**config.mk**
```make
export PLATFORM = sky130hd
export DESIGN_NAME = olmi_top
export DESIGN_NICKNAME = d
export VERILOG_FILES = /design/src/verilog/olmi_pkg.sv /design/src/verilog/olmi_sync.sv /design/src/verilog/olmi_debounce.sv /design/src/verilog/olmi_top.sv
export VERILOG_INCLUDE_DIRS = /design/src /design/src/verilog
export SDC_FILE = /design/constraint.sdc
export NUM_CORES = 1
export LEC_CHECK = 0
export BUFFER_PORTS_ARGS = -buffer_cell sky130_fd_sc_hd__buf_2
export CORE_UTILIZATION = 59
export DETAILED_ROUTE_END_ITERATION = 8
export GPL_TIMING_DRIVEN = 0
export PLACE_DENSITY = 0.84
export SETUP_SLACK_MARGIN = 0.1
export SLEW_MARGIN = 10
export SYNTH_ARGS = -nofsm -noshare
export SYNTH_HDL_FRONTEND = slang
export SYNTH_SLANG_ARGS = --single-unit
```
**constraint.sdc**
```tcl
create_clock -name clk -period 5.6 [get_ports clk]
set_clock_uncertainty 0.2 [all_clocks]
set_input_delay 0 -clock clk [delete_from_list [all_inputs] [get_ports clk]]
set_output_delay 0 -clock clk [all_outputs]
set_load 0.02 [all_outputs]
```
**src/verilog/olmi_defines.svh**
```systemverilog
// constants for the optical link mode indicator
`ifndef OLMI_DEFINES_SVH
`define OLMI_DEFINES_SVH

// ----------------------------------------------------------------
// received level bar layout
// ----------------------------------------------------------------
`define OLMI_BAR_W 8
`define OLMI_RED_MASK 8'h03
`define OLMI_ORANGE_MASK 8'h1c
`define OLMI_GREEN_MASK 8'he0
`define OLMI_BAR_RESET 8'h00

// ----------------------------------------------------------------
// timing
// ----------------------------------------------------------------
`define OLMI_CLK_MHZ 250
`define OLMI_DEBOUNCE_MS 10
`define OLMI_DEBOUNCE_CYCLES (`OLMI_DEBOUNCE_MS * 1000 * `OLMI_CLK_MHZ)
`define OLMI_DEB_CNT_W 22
`define OLMI_DEB_CNT_ZERO 22'h000000
`define OLMI_DEB_CNT_ONE 22'h000001

`endif

```
**src/verilog/olmi_pkg.sv**
```systemverilog
// types for the optical link mode indicator
package olmi_pkg;

	// exclusive operating modes, stepped by the selector
	typedef enum logic [1:0] {
		OLMI_MODE_AUTOMATIC = 2'b00,
		OLMI_MODE_MANUAL = 2'b01,
		OLMI_MODE_ADJUST = 2'b10,
		OLMI_MODE_LASER = 2'b11
	} olmi_mode_e;

	// link loss tracker display state
	typedef enum logic [1:0] {
		OLMI_LLT_OFF = 2'b00,
		OLMI_LLT_CLEAN = 2'b01,
		OLMI_LLT_LOST = 2'b10
	} olmi_llt_e;

endpackage

```
**src/verilog/olmi_sync.sv**
```systemverilog
// two flip-flop synchroniser for a pin level
`timescale 1ns/1ns
module olmi_sync (
	input wire logic clk,
	input wire logic resetn,
	input wire logic clk_en,
	input wire logic pin_in,
	output logic level_out
);

	logic meta_ff;
	logic level_ff;
	logic nxt_meta;
	logic nxt_level;

	// ----------------------------------------------------------------
	// synchroniser stages
	// ----------------------------------------------------------------
	// first stage feeds only the second
	always_comb begin
		nxt_meta = meta_ff;
		nxt_level = level_ff;
		if (clk_en) begin
			nxt_meta = pin_in;
			nxt_level = meta_ff;
		end
	end

	always_ff @(posedge clk) begin
		if (!resetn) begin
			meta_ff <= 1'b0;
			level_ff <= 1'b0;
		end else begin
			meta_ff <= nxt_meta;
			level_ff <= nxt_level;
		end
	end

	assign level_out = level_ff;

endmodule

```
**src/verilog/olmi_debounce.sv**
```systemverilog
// debounce and press detection for the mode selector
`timescale 1ns/1ns
`include "olmi_defines.svh"
module olmi_debounce #(
	parameter logic [`OLMI_DEB_CNT_W-1:0] DEBOUNCE_CYCLES = `OLMI_DEB_CNT_W'(`OLMI_DEBOUNCE_CYCLES)
) (
	input wire logic clk,
	input wire logic resetn,
	input wire logic clk_en,
	input wire logic level_in,
	output logic press_pulse
);

	logic stable_ff;
	logic press_ff;
	logic [`OLMI_DEB_CNT_W-1:0] cnt_ff;
	logic nxt_stable;
	logic nxt_press;
	logic [`OLMI_DEB_CNT_W-1:0] nxt_cnt;

	// ----------------------------------------------------------------
	// stability counter and rising-edge press
	// ----------------------------------------------------------------
	// level must differ for the full time before it is accepted
	always_comb begin
		nxt_stable = stable_ff;
		nxt_press = press_ff;
		nxt_cnt = cnt_ff;
		if (clk_en) begin
			nxt_press = 1'b0;
			if (level_in == stable_ff) begin
				nxt_cnt = `OLMI_DEB_CNT_ZERO;
			end else if (cnt_ff >= DEBOUNCE_CYCLES - `OLMI_DEB_CNT_ONE) begin
				nxt_cnt = `OLMI_DEB_CNT_ZERO;
				nxt_stable = level_in;
				nxt_press = level_in; // one pulse per actuation
			end else begin
				nxt_cnt = cnt_ff + `OLMI_DEB_CNT_ONE;
			end
		end
	end

	always_ff @(posedge clk) begin
		if (!resetn) begin
			stable_ff <= 1'b0;
			press_ff <= 1'b0;
			cnt_ff <= `OLMI_DEB_CNT_ZERO;
		end else begin
			stable_ff <= nxt_stable;
			press_ff <= nxt_press;
			cnt_ff <= nxt_cnt;
		end
	end

	assign press_pulse = press_ff;

endmodule

```
**src/verilog/olmi_top.sv**
```systemverilog
// mode selection, link holding and indicator logic of the optical transceiver
`timescale 1ns/1ns
`include "olmi_defines.svh"

// Operation
// - each selector press steps to the next mode and lights its LED
// - automatic mode lights its LED green and forwards data normally
// - automatic mode holds the link while any orange segment is lit
// - manual mode lights its LED green
// - manual mode holds the link only while a green segment is lit
// - adjust mode blocks forwarding but holds link until orange and green both go dark
// - adjust mode sends own level and shows the partner's level
// - laser mode switches on the alignment laser and lights its LED
// - link loss LED dark while tracking is disabled
// - link loss LED green while no interruption since enabling
// - interruption after enabling latches link loss LED red until restart
// - master side LED green when set, dark for slave side
// - intensity warning when only red and orange segments remain
// - intensity warning drives switching output one
module olmi_top #(
	parameter logic [`OLMI_DEB_CNT_W-1:0] DEBOUNCE_CYCLES = `OLMI_DEB_CNT_W'(`OLMI_DEBOUNCE_CYCLES)
) (
	input wire logic clk,
	input wire logic resetn,
	input wire logic clk_en,
	input wire logic mode_select_pin,
	input wire logic link_loss_enable_pin,
	input wire logic master_side_setting_pin,
	input wire logic [`OLMI_BAR_W-1:0] local_level,
	input wire logic [`OLMI_BAR_W-1:0] remote_level,
	input wire logic remote_level_valid,
	output logic automatic_mode_led,
	output logic manual_adjust_mode_led,
	output logic remote_level_adjust_mode_led,
	output logic alignment_laser_mode_led,
	output logic alignment_laser_on,
	output logic link_loss_tracker_led_green,
	output logic link_loss_tracker_led_red,
	output logic master_side_setting_led,
	output logic optical_link_active,
	output logic data_forward_enable,
	output logic [`OLMI_BAR_W-1:0] received_level_bar,
	output logic [`OLMI_BAR_W-1:0] level_to_remote,
	output logic level_to_remote_valid,
	output logic switching_output_one
);

	// ----------------------------------------------------------------
	// pin synchronisers and selector debounce
	// ----------------------------------------------------------------
	logic mode_sel_sync;
	logic llt_en_sync;
	logic master_sync;
	logic mode_press;

	olmi_sync u_sync_mode (
		.clk(clk),
		.resetn(resetn),
		.clk_en(clk_en),
		.pin_in(mode_select_pin),
		.level_out(mode_sel_sync)
	);

	olmi_sync u_sync_llt (
		.clk(clk),
		.resetn(resetn),
		.clk_en(clk_en),
		.pin_in(link_loss_enable_pin),
		.level_out(llt_en_sync)
	);

	olmi_sync u_sync_master (
		.clk(clk),
		.resetn(resetn),
		.clk_en(clk_en),
		.pin_in(master_side_setting_pin),
		.level_out(master_sync)
	);

	olmi_debounce #(
		.DEBOUNCE_CYCLES(DEBOUNCE_CYCLES)
	) u_debounce (
		.clk(clk),
		.resetn(resetn),
		.clk_en(clk_en),
		.level_in(mode_sel_sync),
		.press_pulse(mode_press)
	);

	// ----------------------------------------------------------------
	// level bar decode
	// ----------------------------------------------------------------
	logic any_orange;
	logic any_green;

	// segments of the own measured level
	assign any_orange = |(local_level & `OLMI_ORANGE_MASK);
	assign any_green = |(local_level & `OLMI_GREEN_MASK);

	// ----------------------------------------------------------------
	// operating mode state
	// ----------------------------------------------------------------
	olmi_pkg::olmi_mode_e mode_ff;
	olmi_pkg::olmi_mode_e nxt_mode;

	// selector press advances through the exclusive modes
	always_comb begin
		nxt_mode = mode_ff;
		if (clk_en && mode_press) begin
			case (mode_ff)
				olmi_pkg::OLMI_MODE_AUTOMATIC: nxt_mode = olmi_pkg::OLMI_MODE_MANUAL;
				olmi_pkg::OLMI_MODE_MANUAL: nxt_mode = olmi_pkg::OLMI_MODE_ADJUST;
				olmi_pkg::OLMI_MODE_ADJUST: nxt_mode = olmi_pkg::OLMI_MODE_LASER;
				olmi_pkg::OLMI_MODE_LASER: nxt_mode = olmi_pkg::OLMI_MODE_AUTOMATIC;
				default: nxt_mode = olmi_pkg::OLMI_MODE_AUTOMATIC;
			endcase
		end
	end

	always_ff @(posedge clk) begin
		if (!resetn) begin
			mode_ff <= olmi_pkg::OLMI_MODE_AUTOMATIC;
		end else begin
			mode_ff <= nxt_mode;
		end
	end

	// ----------------------------------------------------------------
	// optical link hold
	// ----------------------------------------------------------------
	logic link_ff;
	logic nxt_link;

	// link comes up on a green segment, drop threshold depends on mode
	always_comb begin
		nxt_link = link_ff;
		if (clk_en) begin
			if (!link_ff) begin
				nxt_link = any_green;
			end else begin
				case (nxt_mode)
					olmi_pkg::OLMI_MODE_MANUAL: begin
						nxt_link = any_green;
					end
					default: begin
						nxt_link = any_orange | any_green;
					end
				endcase
			end
		end
	end

	always_ff @(posedge clk) begin
		if (!resetn) begin
			link_ff <= 1'b0;
		end else begin
			link_ff <= nxt_link;
		end
	end

	// ----------------------------------------------------------------
	// link loss tracker
	// ----------------------------------------------------------------
	olmi_pkg::olmi_llt_e llt_ff;
	olmi_pkg::olmi_llt_e nxt_llt;

	// enabling restarts tracking, any drop of the link latches loss
	always_comb begin
		nxt_llt = llt_ff;
		if (clk_en) begin
			case (llt_ff)
				olmi_pkg::OLMI_LLT_OFF: begin
					if (llt_en_sync) begin
						nxt_llt = olmi_pkg::OLMI_LLT_CLEAN;
					end
				end
				olmi_pkg::OLMI_LLT_CLEAN: begin
					if (!llt_en_sync) begin
						nxt_llt = olmi_pkg::OLMI_LLT_OFF;
					end else if (link_ff && !nxt_link) begin
						nxt_llt = olmi_pkg::OLMI_LLT_LOST;
					end
				end
				olmi_pkg::OLMI_LLT_LOST: begin
					if (!llt_en_sync) begin
						nxt_llt = olmi_pkg::OLMI_LLT_OFF;
					end
				end
				default: begin
					nxt_llt = olmi_pkg::OLMI_LLT_OFF;
				end
			endcase
		end
	end

	always_ff @(posedge clk) begin
		if (!resetn) begin
			llt_ff <= olmi_pkg::OLMI_LLT_OFF;
		end else begin
			llt_ff <= nxt_llt;
		end
	end

	// ----------------------------------------------------------------
	// registered indicator and data outputs
	// ----------------------------------------------------------------
	logic aut_led_ff;
	logic man_led_ff;
	logic adj_led_ff;
	logic las_led_ff;
	logic laser_on_ff;
	logic llt_green_ff;
	logic llt_red_ff;
	logic master_led_ff;
	logic fwd_ff;
	logic warn_ff;
	logic tx_valid_ff;
	logic [`OLMI_BAR_W-1:0] bar_ff;
	logic [`OLMI_BAR_W-1:0] tx_level_ff;
	logic nxt_aut_led;
	logic nxt_man_led;
	logic nxt_adj_led;
	logic nxt_las_led;
	logic nxt_laser_on;
	logic nxt_llt_green;
	logic nxt_llt_red;
	logic nxt_master_led;
	logic nxt_fwd;
	logic nxt_warn;
	logic nxt_tx_valid;
	logic [`OLMI_BAR_W-1:0] nxt_bar;
	logic [`OLMI_BAR_W-1:0] nxt_tx_level;

	// outputs follow the next state so LEDs match the mode register
	always_comb begin
		nxt_aut_led = aut_led_ff;
		nxt_man_led = man_led_ff;
		nxt_adj_led = adj_led_ff;
		nxt_las_led = las_led_ff;
		nxt_laser_on = laser_on_ff;
		nxt_llt_green = llt_green_ff;
		nxt_llt_red = llt_red_ff;
		nxt_master_led = master_led_ff;
		nxt_fwd = fwd_ff;
		nxt_warn = warn_ff;
		nxt_tx_valid = tx_valid_ff;
		nxt_bar = bar_ff;
		nxt_tx_level = tx_level_ff;
		if (clk_en) begin
			nxt_aut_led = (nxt_mode == olmi_pkg::OLMI_MODE_AUTOMATIC);
			nxt_man_led = (nxt_mode == olmi_pkg::OLMI_MODE_MANUAL);
			nxt_adj_led = (nxt_mode == olmi_pkg::OLMI_MODE_ADJUST);
			nxt_las_led = (nxt_mode == olmi_pkg::OLMI_MODE_LASER);
			nxt_laser_on = (nxt_mode == olmi_pkg::OLMI_MODE_LASER);
			nxt_llt_green = (nxt_llt == olmi_pkg::OLMI_LLT_CLEAN);
			nxt_llt_red = (nxt_llt == olmi_pkg::OLMI_LLT_LOST);
			nxt_master_led = master_sync;
			nxt_fwd = nxt_link && (nxt_mode != olmi_pkg::OLMI_MODE_ADJUST);
			nxt_warn = !any_green;
			nxt_tx_level = local_level;
			nxt_tx_valid = (nxt_mode == olmi_pkg::OLMI_MODE_ADJUST);
			if (nxt_mode == olmi_pkg::OLMI_MODE_ADJUST) begin
				if (remote_level_valid) begin
					nxt_bar = remote_level;
				end
			end else begin
				nxt_bar = local_level;
			end
		end
	end

	always_ff @(posedge clk) begin
		if (!resetn) begin
			aut_led_ff <= 1'b1;
			man_led_ff <= 1'b0;
			adj_led_ff <= 1'b0;
			las_led_ff <= 1'b0;
			laser_on_ff <= 1'b0;
			llt_green_ff <= 1'b0;
			llt_red_ff <= 1'b0;
			master_led_ff <= 1'b0;
			fwd_ff <= 1'b0;
			warn_ff <= 1'b1;
			tx_valid_ff <= 1'b0;
			bar_ff <= `OLMI_BAR_RESET;
			tx_level_ff <= `OLMI_BAR_RESET;
		end else begin
			aut_led_ff <= nxt_aut_led;
			man_led_ff <= nxt_man_led;
			adj_led_ff <= nxt_adj_led;
			las_led_ff <= nxt_las_led;
			laser_on_ff <= nxt_laser_on;
			llt_green_ff <= nxt_llt_green;
			llt_red_ff <= nxt_llt_red;
			master_led_ff <= nxt_master_led;
			fwd_ff <= nxt_fwd;
			warn_ff <= nxt_warn;
			tx_valid_ff <= nxt_tx_valid;
			bar_ff <= nxt_bar;
			tx_level_ff <= nxt_tx_level;
		end
	end

	// ----------------------------------------------------------------
	// port drive
	// ----------------------------------------------------------------
	assign automatic_mode_led = aut_led_ff;
	assign manual_adjust_mode_led = man_led_ff;
	assign remote_level_adjust_mode_led = adj_led_ff;
	assign alignment_laser_mode_led = las_led_ff;
	assign alignment_laser_on = laser_on_ff;
	assign link_loss_tracker_led_green = llt_green_ff;
	assign link_loss_tracker_led_red = llt_red_ff;
	assign master_side_setting_led = master_led_ff;
	assign optical_link_active = link_ff;
	assign data_forward_enable = fwd_ff;
	assign received_level_bar = bar_ff;
	assign level_to_remote = tx_level_ff;
	assign level_to_remote_valid = tx_valid_ff;
	assign switching_output_one = warn_ff;

endmodule

```
## Word level (Yosys, flattened, before mapping)

Cells that the tools add are included.

| word-level totals | value |
|---|---|
| register bits after elaboration | 60 |
| bits of input ports | 23 |
| word-level logic and storage cells | 69 |

| operators by class | value |
|---|---|
| $add $sub $neg | 1 |
| magnitude comparators | 1 |
| equal/unequal tests | 13 |
| mux-type cells | 17 |
| bitwise gates (word level) | 2 |
| reduce and logical (&&, ||, !) cells | 12 |

Operator list:

| operator | number |
|---|---|
| $mux 22 | 2 |
| $add 22x1->22 const B | 1 |
| $ge 22x22->1 const B | 1 |
| $mux 8 | 2 |
| $eq 2x2->1 const B | 6 |
| $mux 2 | 6 |
| $eq 2x1->1 const B | 4 |
| $pmux 2 s4 | 1 |
| $logic_not 2->1 | 3 |
| $pmux 2 s3 | 1 |
| $reduce_or 3->1 | 2 |
| $mux 1 | 5 |
| $ne 2x2->1 const B | 2 |
| $logic_and 1x1->1 | 3 |
| $reduce_and 3->1 | 1 |
| $logic_not 1->1 | 2 |
| $reduce_and 2->1 | 1 |
| $eq 1x1->1 | 1 |
| $not 1->1 | 1 |
| $or 1x1->1 | 1 |

## Logic depth before layout (Yosys ltp)

Gate-level depths: netlist of run 1.

| logic depth | value |
|---|---|
| depth in word-level cells | 14 |
| gate-level depth with buffers | 8 |
| depth with buffers taken out | 7 |

## Modules after synthesis

Synthesis of run 1 repeated with hierarchy kept, for this count alone.

| unflattened totals | value |
|---|---|
| cells, all modules | 341 |
| area total of the unflattened synthesis | 3070.4 um2 |

By module, submodules not included:

| module | times used | cells each | area an instance (um2) | sequential area each (um2) |
|---|---|---|---|---|
| olmi_debounce | 1 | 182 | 1536.5 | 480.5 |
| olmi_top | 1 | 141 | 1316.3 | 600.6 |
| olmi_sync | 3 | 6 | 72.6 | 40.0 |

## Least setup slack after synthesis of run 1

OpenSTA, ideal clock, no wires.

| timing path | value |
|---|---|
| path type | reg2reg |
| from | register u_debounce.cnt_ff[11] |
| to | register u_debounce.cnt_ff[8] |
| setup time | 0.073 ns |
| arrival time | 1.681 ns |
| required time | 5.327 ns |
| path slack | 3.646 ns |
| cell stages (with the launch flop) | 7 |
| buffers on the path | 1 |
| period minus slack after synthesis | 1.954 ns |
| cell sequence | dfxtp_1 or4_1 a211o_1 o311ai_4 nand2_4 buf_6 o22ai_2 |

| on the way | value |
|---|---|
| word-level cells in the longest chain between the ends | 3 |

RTL lines:

| item | RTL line | source |
|---|---|---|
| start: declaration | olmi_debounce.sv:16 | `` logic [`OLMI_DEB_CNT_W-1:0] cnt_ff; `` |
| start signal: assignment | olmi_debounce.sv:47 | `` cnt_ff <= `OLMI_DEB_CNT_ZERO; `` |
| start signal: assignment | olmi_debounce.sv:51 | `cnt_ff <= nxt_cnt;` |
| $ge 22x22->1 (no source line) | n/a |  |
| $mux 22 | olmi_debounce.sv:33 | `` end else if (cnt_ff >= DEBOUNCE_CYCLES - `OLMI_DEB_CNT_ONE) begin `` |
| $mux 22 | olmi_debounce.sv:31 | `if (level_in == stable_ff) begin` |

No other way between the ends.
A chain may end at the register's enable or synchronous reset.

==> impl_metrics.csv, run 1 <==
group,metric,value,unit
setup_path,critPathMaxStageDelay,0.54,ns
setup_path,timing.rr.end,"received_level_bar[6]",
min_path,holdPathStages,4,
setup_path,start_kind,"primary input",
job,drv_cap,0,
timing,clock.fmax,408,MHz
floorplanning,die_h,70.8,um
floorplanning,dieArea,5010,um^2
setup_path,path_buf_inv,5,
synth,ys_types,51,
floorplanning,num_rows,24,
clock_tree,root_buffer,"clkbuf_8",
setup_path,r2r-start,"mode_ff[0]",
clock_tree,postCtsSetupRepairBufs,0,
clock_tree,cts-htree-levels,3,
setup_path,critPathKind,"in -> reg",
synth,synth_cells,306,
synth,synth_area_per_cell,9.13,um^2
power,leakagePower,1.53,nW
layout,drive_gt1_share,20.1,%
place,port_buffers,49,
setup_path,path_delay_family,"buffers and inverters",
synth,ys_ff_latch,60,
setup_path,worst_ep_required_time,5.68,ns
synth,seq_area_frac_synth,43.0,%
setup_path,crit_chain,"dlygate4sd3_1 -> clkbuf_1 -> inv_1 -> nor3_2 -> and2_1 -> buf_2 -> nand2_4 -> buf_6 -> o22ai_2",
global_route,grt_pass1_wl,13800,um
clock_tree,numCtsBuffers,9,
run_status,status,"complete, no violations",
layout,synthToLayoutAreaGrowth,26.8,%
global_route,grt_remaining_overflow,0,
synth,syn-cell-area,2790,um^2
timing,hold_viol,0,
synth,synth_edf_count,0,
min_path,min_path_type,"in -> reg",
routing,vias,2868,
routing,drt_iter0_markers,284,
place,dp_hpwl,4560,um
layout,nets,414,
setup_path,reg2regPathDepth,8,
timing,maxSlewHeadroom,49.4,%
timing,finalCritPeriodShare,43.8,%
setup_path,crit_slowest_cell,"dlygate4sd3_1",
timing,worst-slew-pin-transition,0.760,ns
global_route,grt_pass1_vias,2826,
layout,multiInputGateArea,1470,um^2
timing,rsz0062_at_grt,"false",
routing,route.antenna.remaining_nets,0,
global_route,grt_max_degree,11,
timing,slew_viol_final,0,
floorplanning,initial_core_util,62.9,%
timing,timing.final.crit_period,2.45,ns
synth,synthArstFlopShare,0,%
clock_tree,clk_pin_slew,0.07,ns
power,max-vdd-ir-drop,0.184,mV
clock_tree,cts_buffer_depth,2,
setup_path,crit_arrival,2.53,ns
routing,drt_pass1_iterations,5,
floorplanning,core_area,4440,um^2
layout,seqCellArea,1200,um^2
clock_tree,ctsResizeCount,0,
global_route,grt_usage,36.5,%
power,powerDensity,276,nW/um^2
place,placed_cells_incl_taps,407,
place,place.gp.congestion,0.822,
routing,avgViaCountPerCell,6.44,
setup_path,cp-end-kind,"flop",
min_path,min_to,"received_level_bar[0]",
global_route,antenna_found_initial,0,
layout,final_common_cell,"dfxtp_1",
setup_path,crit_fanout,10,
floorplanning,top_level_ports,51,
clock_tree,ctsHoldBuffers,22,
routing,routedWlPerCell,19.4,um
clock_tree,insertion_delay,0.35,ns
clock_tree,cts_tree,"built",
layout,diodes,0,
layout,stdcell_count,445,
synth,ys.flop_type,"dfxtp_1",
routing,drcViolationCount,0,
routing,wl,8640,um
synth,synth_warnings,0,
clock_tree,clkSinkCount,60,
layout,layout.cells.most_common_list,"60 x dfxtp_1, 53 x buf_2, 33 x nor2_1",
synth,syn-num-nets,332,
timing,setup_tns,0,ns
layout,fillers,276,
timing,setup_violations,0,
min_path,min-delay-start,"remote_level_valid",
setup_path,rrSetupSlack,3.20,ns
floorplanning,die_w,70.8,um
state kept, by name (all words and copies together) (netlist names), 2 cells and up:
signal / count
level_to_remote: 8
llt_ff: 2
mode_ff: 2
received_level_bar: 8
u_debounce.cnt_ff: 22
per-stage QoR:
| stage | worst slack (ns) | hold slack [ns] | instance area [um^2] | utilization (%) | power, mW |
|---|---|---|---|---|---|
| 6_report | 3.15 | 0.0172 | 3540 | 79.7 | 0.978 |
| 5_1_grt | 3.04 | 0.0639 | 3540 | 79.7 | 0.998 |
| 4_1_cts | 3.26 | 0.0124 | 3540 | 79.7 | 0.964 |
| 3_5_place_dp | 3.34 | 0.0427 | 3100 | 69.8 | 0.523 |
| 3_3_place_gp | 3.38 | 0.0346 | 3100 | 69.8 | 0.521 |
| 2_1_floorplan | 3.65 | -0.0528 | 2790 | - | 0.495 |
tightest hold or removal path, stage by stage:
cell and delay, ns:
buf_2 0.10, o21a_1 0.26, nor2_1 0.11, a211oi_1 0.05
layout make-up:
class                   instances  area share (%)
multi-input cells             220            41.5
inverters                       8           0.848
clock buffers                  12            4.10
flip-flops and latches         60            33.9
clock inverters                 4            2.05
repair buffers                 71            13.1
plain buffers                  18            2.58
well taps                      52            1.84
routing by layer:
| metal | routed length [um] | GRT usage [%] | vias to the layer above |
|---|---|---|---|
| met2 | 4190 | 60.8 | 177 |
| met1 | 3340 | 40.8 | 1355 |
| li1 | - | - | 1288 |
| met4 | 436 | 26.7 | 0 |
| met5 | 0 | 0 | - |
| met3 | 685 | 8.97 | 48 |
worst max path at each step:
stage                                      from               endpoint  slack (ns)  cells after the start
final                                    resetn   u_debounce.cnt_ff[8]        3.15                      9
after global routing                     resetn   u_debounce.cnt_ff[8]        3.04                      9
after CTS                                resetn   u_debounce.cnt_ff[8]        3.26                      9
after detailed placement             mode_ff[0]  received_level_bar[7]        3.34                      8
after global placement               mode_ff[0]              llt_ff[0]        3.38                      7
after floorplan           u_debounce.cnt_ff[11]   u_debounce.cnt_ff[8]        3.65                      6
where the power goes:
group / leakage, nW / internal, mW / switching, mW / total [mW]
Sequential: 0.489 / 0.438 / 0.00853 / 0.447
Combinational: 0.936 / 0.0357 / 0.0533 / 0.0891
Clock: 0.107 / 0.262 / 0.180 / 0.442
cells in the mapped netlist (2+ instances only):
| cell | count | share of area (%) |
|---|---|---|
| xor2_1 | 3 | 0.94 |
| a211oi_1 | 8 | 2.1 |
| nand4b_1 | 2 | 0.63 |
| and2_1 | 5 | 1.1 |
| nor4_1 | 2 | 0.45 |
| mux2i_1 | 25 | 9.0 |
| clkbuf_1 | 6 | 0.81 |
| dfxtp_1 | 60 | 43 |
| buf_2 | 4 | 0.72 |
| o21ai_0 | 4 | 0.72 |
| a21o_1 | 5 | 1.3 |
| a31oi_1 | 5 | 1.1 |
| and4_1 | 9 | 2.8 |
| nand3b_1 | 3 | 0.81 |
| and3_1 | 9 | 2.0 |
| buf_4 | 3 | 0.81 |
| xnor2_1 | 5 | 1.6 |
| nor3_1 | 3 | 0.54 |
| inv_1 | 7 | 0.94 |
| nand3_1 | 8 | 1.4 |
| o21ai_1 | 10 | 1.8 |
| nor2_1 | 33 | 4.4 |
| a211o_1 | 2 | 0.63 |
| ha_1 | 3 | 1.3 |
| a21oi_1 | 7 | 1.3 |
| o31ai_1 | 9 | 2.4 |
| a22oi_1 | 6 | 1.6 |
| nand2_1 | 26 | 3.5 |
| buf_1 | 4 | 0.54 |
| o21a_1 | 3 | 0.81 |
| nand4_1 | 7 | 1.6 |
logic make-up after synthesis:
| family | synth area share, % |
|---|---|
| AOI/OAI and AO/OA | 17.9 |
| xor gates and xnor gates | 2.51 |
| adders and majority gates | 1.34 |
| buffers and inverters | 4.34 |
| DFF | 43.0 |
| muxes | 8.96 |
| and+or+nand+nor | 21.9 |
No activity file was read; power rests on OpenSTA's default activity.
==> run 2, diff against run 1 <==
- CORE_UTILIZATION: 59 -> 55
- PLACE_DENSITY: 0.84 -> 0.79
- clock period: 5.6 -> 2.4 ns (I/O delays scaled with it)
==> impl_metrics.csv, run 2 (synthesized netlist as in run 1, its figures left out) <==
group,metric,value,unit
routing,drcViolationCount,0,
layout,fillers,353,
global_route,grt_pass1_wl,12400,um
setup_path,crit_cells,7,
place,place.gp.congestion,0.794,
clock_tree,cts_tree,"built",
setup_path,crit_fanout,4,
power,powerDensity,606,nW/um^2
timing,slew_viol_final,0,
setup_path,r2r-start,"mode_ff[0]",
routing,drt_iter0_markers,106,
routing,routedWlPerCell,17.0,um
setup_path,start_kind,"flop",
setup_path,path_buf_inv,1,
clock_tree,clk_pin_slew,0.06,ns
setup_path,reg2regPathDepth,7,
timing,finalCritPeriodShare,92.7,%
place,dp_hpwl,4480,um
setup_path,crit_chain,"inv_1 -> ha_1 -> and3_1 -> nor4_2 -> o21a_1 -> a311oi_1 -> a21o_1",
routing,route.antenna.remaining_nets,0,
routing,wl,7900,um
timing,setup_violations,0,
layout,final_common_cell,"dfxtp_1",
routing,avgViaCountPerCell,5.92,
routing,drt_pass1_iterations,6,
clock_tree,root_buffer,"clkbuf_8",
floorplanning,die_h,73.3,um
floorplanning,dieArea,5370,um^2
clock_tree,insertion_delay,0.34,ns
setup_path,path_delay_family,"simple AND/OR/NAND/NOR gates",
timing,setup_ws,0.175,ns
setup_path,rrSetupSlack,0.17,ns
clock_tree,numCtsBuffers,9,
timing,rsz0062_at_grt,"true",
layout,synthToLayoutAreaGrowth,29.4,%
timing,worst-slew-pin-transition,0.767,ns
global_route,grt_usage,31.0,%
clock_tree,clkSinkCount,60,
clock_tree,cts_buffer_depth,2,
setup_path,crit_path_start,"mode_ff[0]",
place,port_buffers,49,
global_route,antenna_found_initial,0,
timing,hold_ws,0.0472,ns
global_route,grt_max_degree,11,
timing,hold_viol,0,
floorplanning,initial_core_util,58.0,%
floorplanning,top_level_ports,51,
floorplanning,die_w,73.3,um
setup_path,crit_arrival,2.27,ns
timing,maxSlewHeadroom,48.8,%
global_route,grt_pass1_vias,2576,
run_status,status,"complete, no violations",
timing,timing.final.crit_period,2.23,ns
layout,largest_reg_flops,22,
power,max-vdd-ir-drop,0.415,mV
setup_path,crit_end,"llt_ff[0]",
clock_tree,cts-htree-levels,3,
setup_path,crit_slowest_cell,"nor4_2",
floorplanning,num_rows,25,
timing,clock.fmax,449,MHz
setup_path,cp-end-kind,"flop",
setup_path,worst_ep_required_time,2.44,ns
layout,layout.cells.most_common_list,"60 x dfxtp_1, 51 x buf_2, 33 x nor2_1",
floorplanning,core_area,4820,um^2
layout,utilization,75.0,%
layout,top_register,"u_debounce.cnt_ff",
setup_path,timing.rr.end,"llt_ff[0]",
job,drv_cap,0,
layout,nets,420,
min_path,min_path_type,"in -> reg",
setup_path,critPathMaxStageDelay,0.43,ns
timing,setup_tns,0,ns
layout,diodes,0,
place,dp_slack,0.161,ns
routing,vias,2753,
layout,drive_gt1_share,21.1,%
global_route,grt_remaining_overflow,0,
power,leakagePower,1.56,nW
setup_path,critPathKind,"reg -> reg",
[run 2: worst min-delay path by stage]
stage / from / cells after the start / to / slack, ns
2_1_floorplan: link_loss_enable_pin / 2 / u_sync_llt.meta_ff / -0.05
3_3_place_gp: master_side_setting_pin / 3 / u_sync_master.meta_ff / 0.04
3_5_place_dp: master_side_setting_pin / 3 / u_sync_master.meta_ff / 0.04
4_1_cts: remote_level_valid / 4 / received_level_bar[2] / 0.03
5_1_grt: remote_level_valid / 4 / received_level_bar[5] / 0.04
6_report: remote_level_valid / 4 / received_level_bar[5] / 0.05
[run 2: where the power goes]
part | internal [mW] | switching, mW | leakage [nW]
Combinational | 0.0903 | 0.119 | 0.971
Sequential | 1.02 | 0.0170 | 0.489
Clock | 0.560 | 0.381 | 0.103
[run 2: layer usage]
layer,GRT usage [%],part of all wire (%)
met2,54.9,52
met5,0,0
met3,11.2,6.5
met1,32.7,38
met4,14.4,2.9
[run 2: worst min-delay path: cells and delay by family]
| family | cells | cell delay, ns |
|---|---|---|
| compound gates | 2 | 0.23 |
| buf+inv | 2 | 0.30 |
[run 2: area by class of cell]
cell class	instances	area, um^2	area share (%)
Inverter	8	30.0	0.831
Buffer	18	96.3	2.67
Clock inverter	1	30.0	0.831
Tap cell	67	83.8	2.32
Clock buffer	14	173	4.78
Sequential cell	60	1200	33.2
Timing Repair Buffer	77	515	14.3
Multi-Input combinational cell	220	1490	41.1
[run 2: repair_timing]
action,4_1_cts,5_1_grt
hold buffers,24,0
resized for setup,0,6
endpoints found under the hold margin,29,0
setup endpoints to repair,0,26
buffers inserted,0,4
[run 2: through the flow]
stage,instance area [um^2],instances,power [mW]
2_1_floorplan,2790,306,1.16
3_3_place_gp,3120,422,1.22
3_5_place_dp,3120,422,1.22
4_1_cts,3570,461,2.17
5_1_grt,3610,465,2.27
6_report,3610,465,2.19
==> run 3, diff against run 2 <==
- CORE_UTILIZATION: 55 -> 56
- SYNTH_HIERARCHICAL: default -> 1
==> impl_metrics.csv, run 3 <==
group,metric,value,unit
timing,slew_viol_final,0,
timing,timing.final.crit_period,2.18,ns
clock_tree,clkSinkCount,60,
place,place.gp.congestion,0.868,
global_route,grt_pass1_wl,13300,um
timing,setup_violations,0,
run_status,status,"complete, no violations",
routing,drt_iter0_markers,223,
synth,synth.area.top_cells,"dfxtp_1 39%, mux2i_1 8.1%, a21oi_1 3.3%",
layout,utilization,75.0,%
synth,synthArstFlopShare,0,%
min_path,min_path_type,"in -> reg",
layout,layout.cells.most_common_list,"60 x dfxtp_1, 54 x buf_2, 27 x dlygate4sd3_1",
clock_tree,cts_buffer_depth,2,
routing,routedWlPerCell,16.2,um
floorplanning,die_w,76.0,um
synth,syn-cell-area,3070,um^2
clock_tree,clk_pin_slew,0.07,ns
timing,maxSlewHeadroom,58.7,%
global_route,antenna_found_initial,0,
setup_path,reg2regPathDepth,8,
setup_path,critPathMaxStageDelay,0.40,ns
setup_path,cp-end-kind,"flop",
power,powerDensity,551,nW/um^2
synth,synth_top_area_share,39.1,%
setup_path,start_kind,"flop",
synth,syn-num-nets,367,
power,leakagePower,1.58,nW
clock_tree,cts-htree-levels,3,
min_path,min-delay-start,"remote_level_valid",
timing,worst-slew-pin-transition,0.619,ns
timing,clock.fmax,459,MHz
place,dp_hpwl,5110,um
setup_path,crit_slowest_cell,"dfxtp_1",
routing,wl,8200,um
setup_path,worst_ep_required_time,2.47,ns
floorplanning,top_level_ports,51,
power,max-vdd-ir-drop,0.388,mV
layout,largest_reg_flops,22,
min_path,min_to,"received_level_bar[7]",
clock_tree,root_buffer,"clkbuf_8",
floorplanning,die_h,76.0,um
layout,diodes,0,
setup_path,crit_fanout,9,
synth,yosysTopAreaCell,"dfxtp_1",
routing,avgViaCountPerCell,5.75,
clock_tree,numCtsBuffers,9,
job,drv_cap,0,
floorplanning,dieArea,5780,um^2
floorplanning,core_area,5200,um^2
timing,rsz0062_at_grt,"false",
setup_path,timing.rr.end,"u_debounce/cnt_ff[12]",
global_route,grt_remaining_overflow,0,
timing,hold_viol,0,
global_route,grt_pass1_vias,2692,
clock_tree,cts_tree,"built",
synth,synth_area_per_cell,9.00,um^2
layout,synthToLayoutAreaGrowth,27.1,%
setup_path,critPathKind,"reg -> reg",
synth,synth_most_common_cell,"dfxtp_1",
timing,setup_tns,0,ns
synth,synth_common_cells,"60 x dfxtp_1, 25 x mux2i_1, 23 x nand2_1, 21 x nor2_1, 20 x a21oi_1",
global_route,grt_usage,29.5,%
setup_path,r2r-start,"u_debounce/cnt_ff[0]",
synth,synth_warnings,6,
layout,drive_gt1_share,26.1,%
min_path,holdPathStages,6,
place,port_buffers,50,
synth,seq_area_frac_synth,39.1,%
synth,synth_cells,341,
routing,drcViolationCount,0,
floorplanning,initial_core_util,59.0,%
global_route,grt_max_degree,13,
synth,ys.flop_type,"dfxtp_1",
setup_path,rrSetupSlack,0.22,ns
setup_path,crit_arrival,2.25,ns
routing,route.antenna.remaining_nets,0,
timing,finalCritPeriodShare,90.8,%
synth,ys_ff_latch,60,
layout,top_register,"u_debounce/cnt_ff",
setup_path,crit_chain,"ha_2 -> and3_1 -> and4_1 -> buf_2 -> nand3_1 -> nor3b_1 -> o21ai_0 -> a21boi_1",
floorplanning,num_rows,26,
clock_tree,insertion_delay,0.34,ns
synth,synth_edf_count,0,
timing,hold_ws,0.201,ns
layout,nets,458,
routing,vias,2916,
layout,final_common_cell,"dfxtp_1",
routing,drt_pass1_iterations,5,
synth,ys_types,63,
power,total_power,2.15,mW
[run 3: area by class of cell]
type                    count  area [um^2]
plain buffers              19          121
clock buffers              13          169
clock inverters             3         20.0
fillers                   374         1300
inverters                  16         60.1
multi-input cells         246         1700
flip-flops and latches     60         1200
well taps                  70         87.6
repair buffers             80          543
[run 3: cell families after synthesis]
family / after synthesis / share of synthesized area [%]
xor gates and xnor gates: 1 / 0.285
and+or+nand+nor: 137 / 26.9
muxes: 26 / 8.52
adders and majority gates: 3 / 1.22
buffers and inverters: 35 / 5.91
AOI/OAI and AO/OA: 79 / 18.1
DFF: 60 / 39.1
[run 3: power breakdown]
group	total, mW	switching (mW)	internal (mW)
Combinational	0.244	0.134	0.110
Clock	0.866	0.408	0.458
Sequential	1.04	0.0170	1.02
Total	2.15	0.559	1.59
[run 3: worst max-delay path, delay by kind of cell (launching register included)]
kind,cells,cell delay [ns]
DFF,1,0.40
and+or+nand+nor,4,0.76
adders and majority gates,1,0.24
buffers and inverters,1,0.21
AOI/OAI and AO/OA,2,0.31
[run 3: timing repair]
item | in CTS | in global routing
gates resized for setup | 0 | 4
endpoints found under the setup margin | 3 | 11
hold buffers | 27 | 0
hold endpoints to repair | 28 | 0
pin swaps | 1 | 0
setup buffers | 3 | 0
[run 3: worst max-delay path by stage]
| stage | startpoint | endpoint | depth (start not counted) |
|---|---|---|---|
| final | u_debounce/cnt_ff[0] | u_debounce/cnt_ff[12] | 8 |
| after global routing | u_debounce/cnt_ff[0] | u_debounce/cnt_ff[18] | 8 |
| after floorplan | mode_ff[0] | data_forward_enable | 7 |
| after CTS | mode_ff[0] | received_level_bar[4] | 7 |
| after detailed placement | mode_ff[0] | received_level_bar[6] | 7 |
| after global placement | mode_ff[0] | received_level_bar[6] | 7 |
[run 3: per-layer routing]
layer / share of wire [%] / wire (um) / GRT usage, %
met5: 0 / 0 / 0
met4: 1.3 / 106 / 8.46
met3: 5.0 / 408 / 7.43
met2: 50 / 4080 / 49.9
met1: 44 / 3600 / 37.2
[run 3: per-stage QoR]
stage / instance area [um^2] / worst slack, ns / instances
after global placement: 3410 / 0.117 / 461
after detailed placement: 3410 / 0.0692 / 461
after CTS: 3890 / 0.122 / 507
after floorplan: 3070 / 0.389 / 341
final: 3900 / 0.220 / 507
after global routing: 3900 / 0.103 / 507
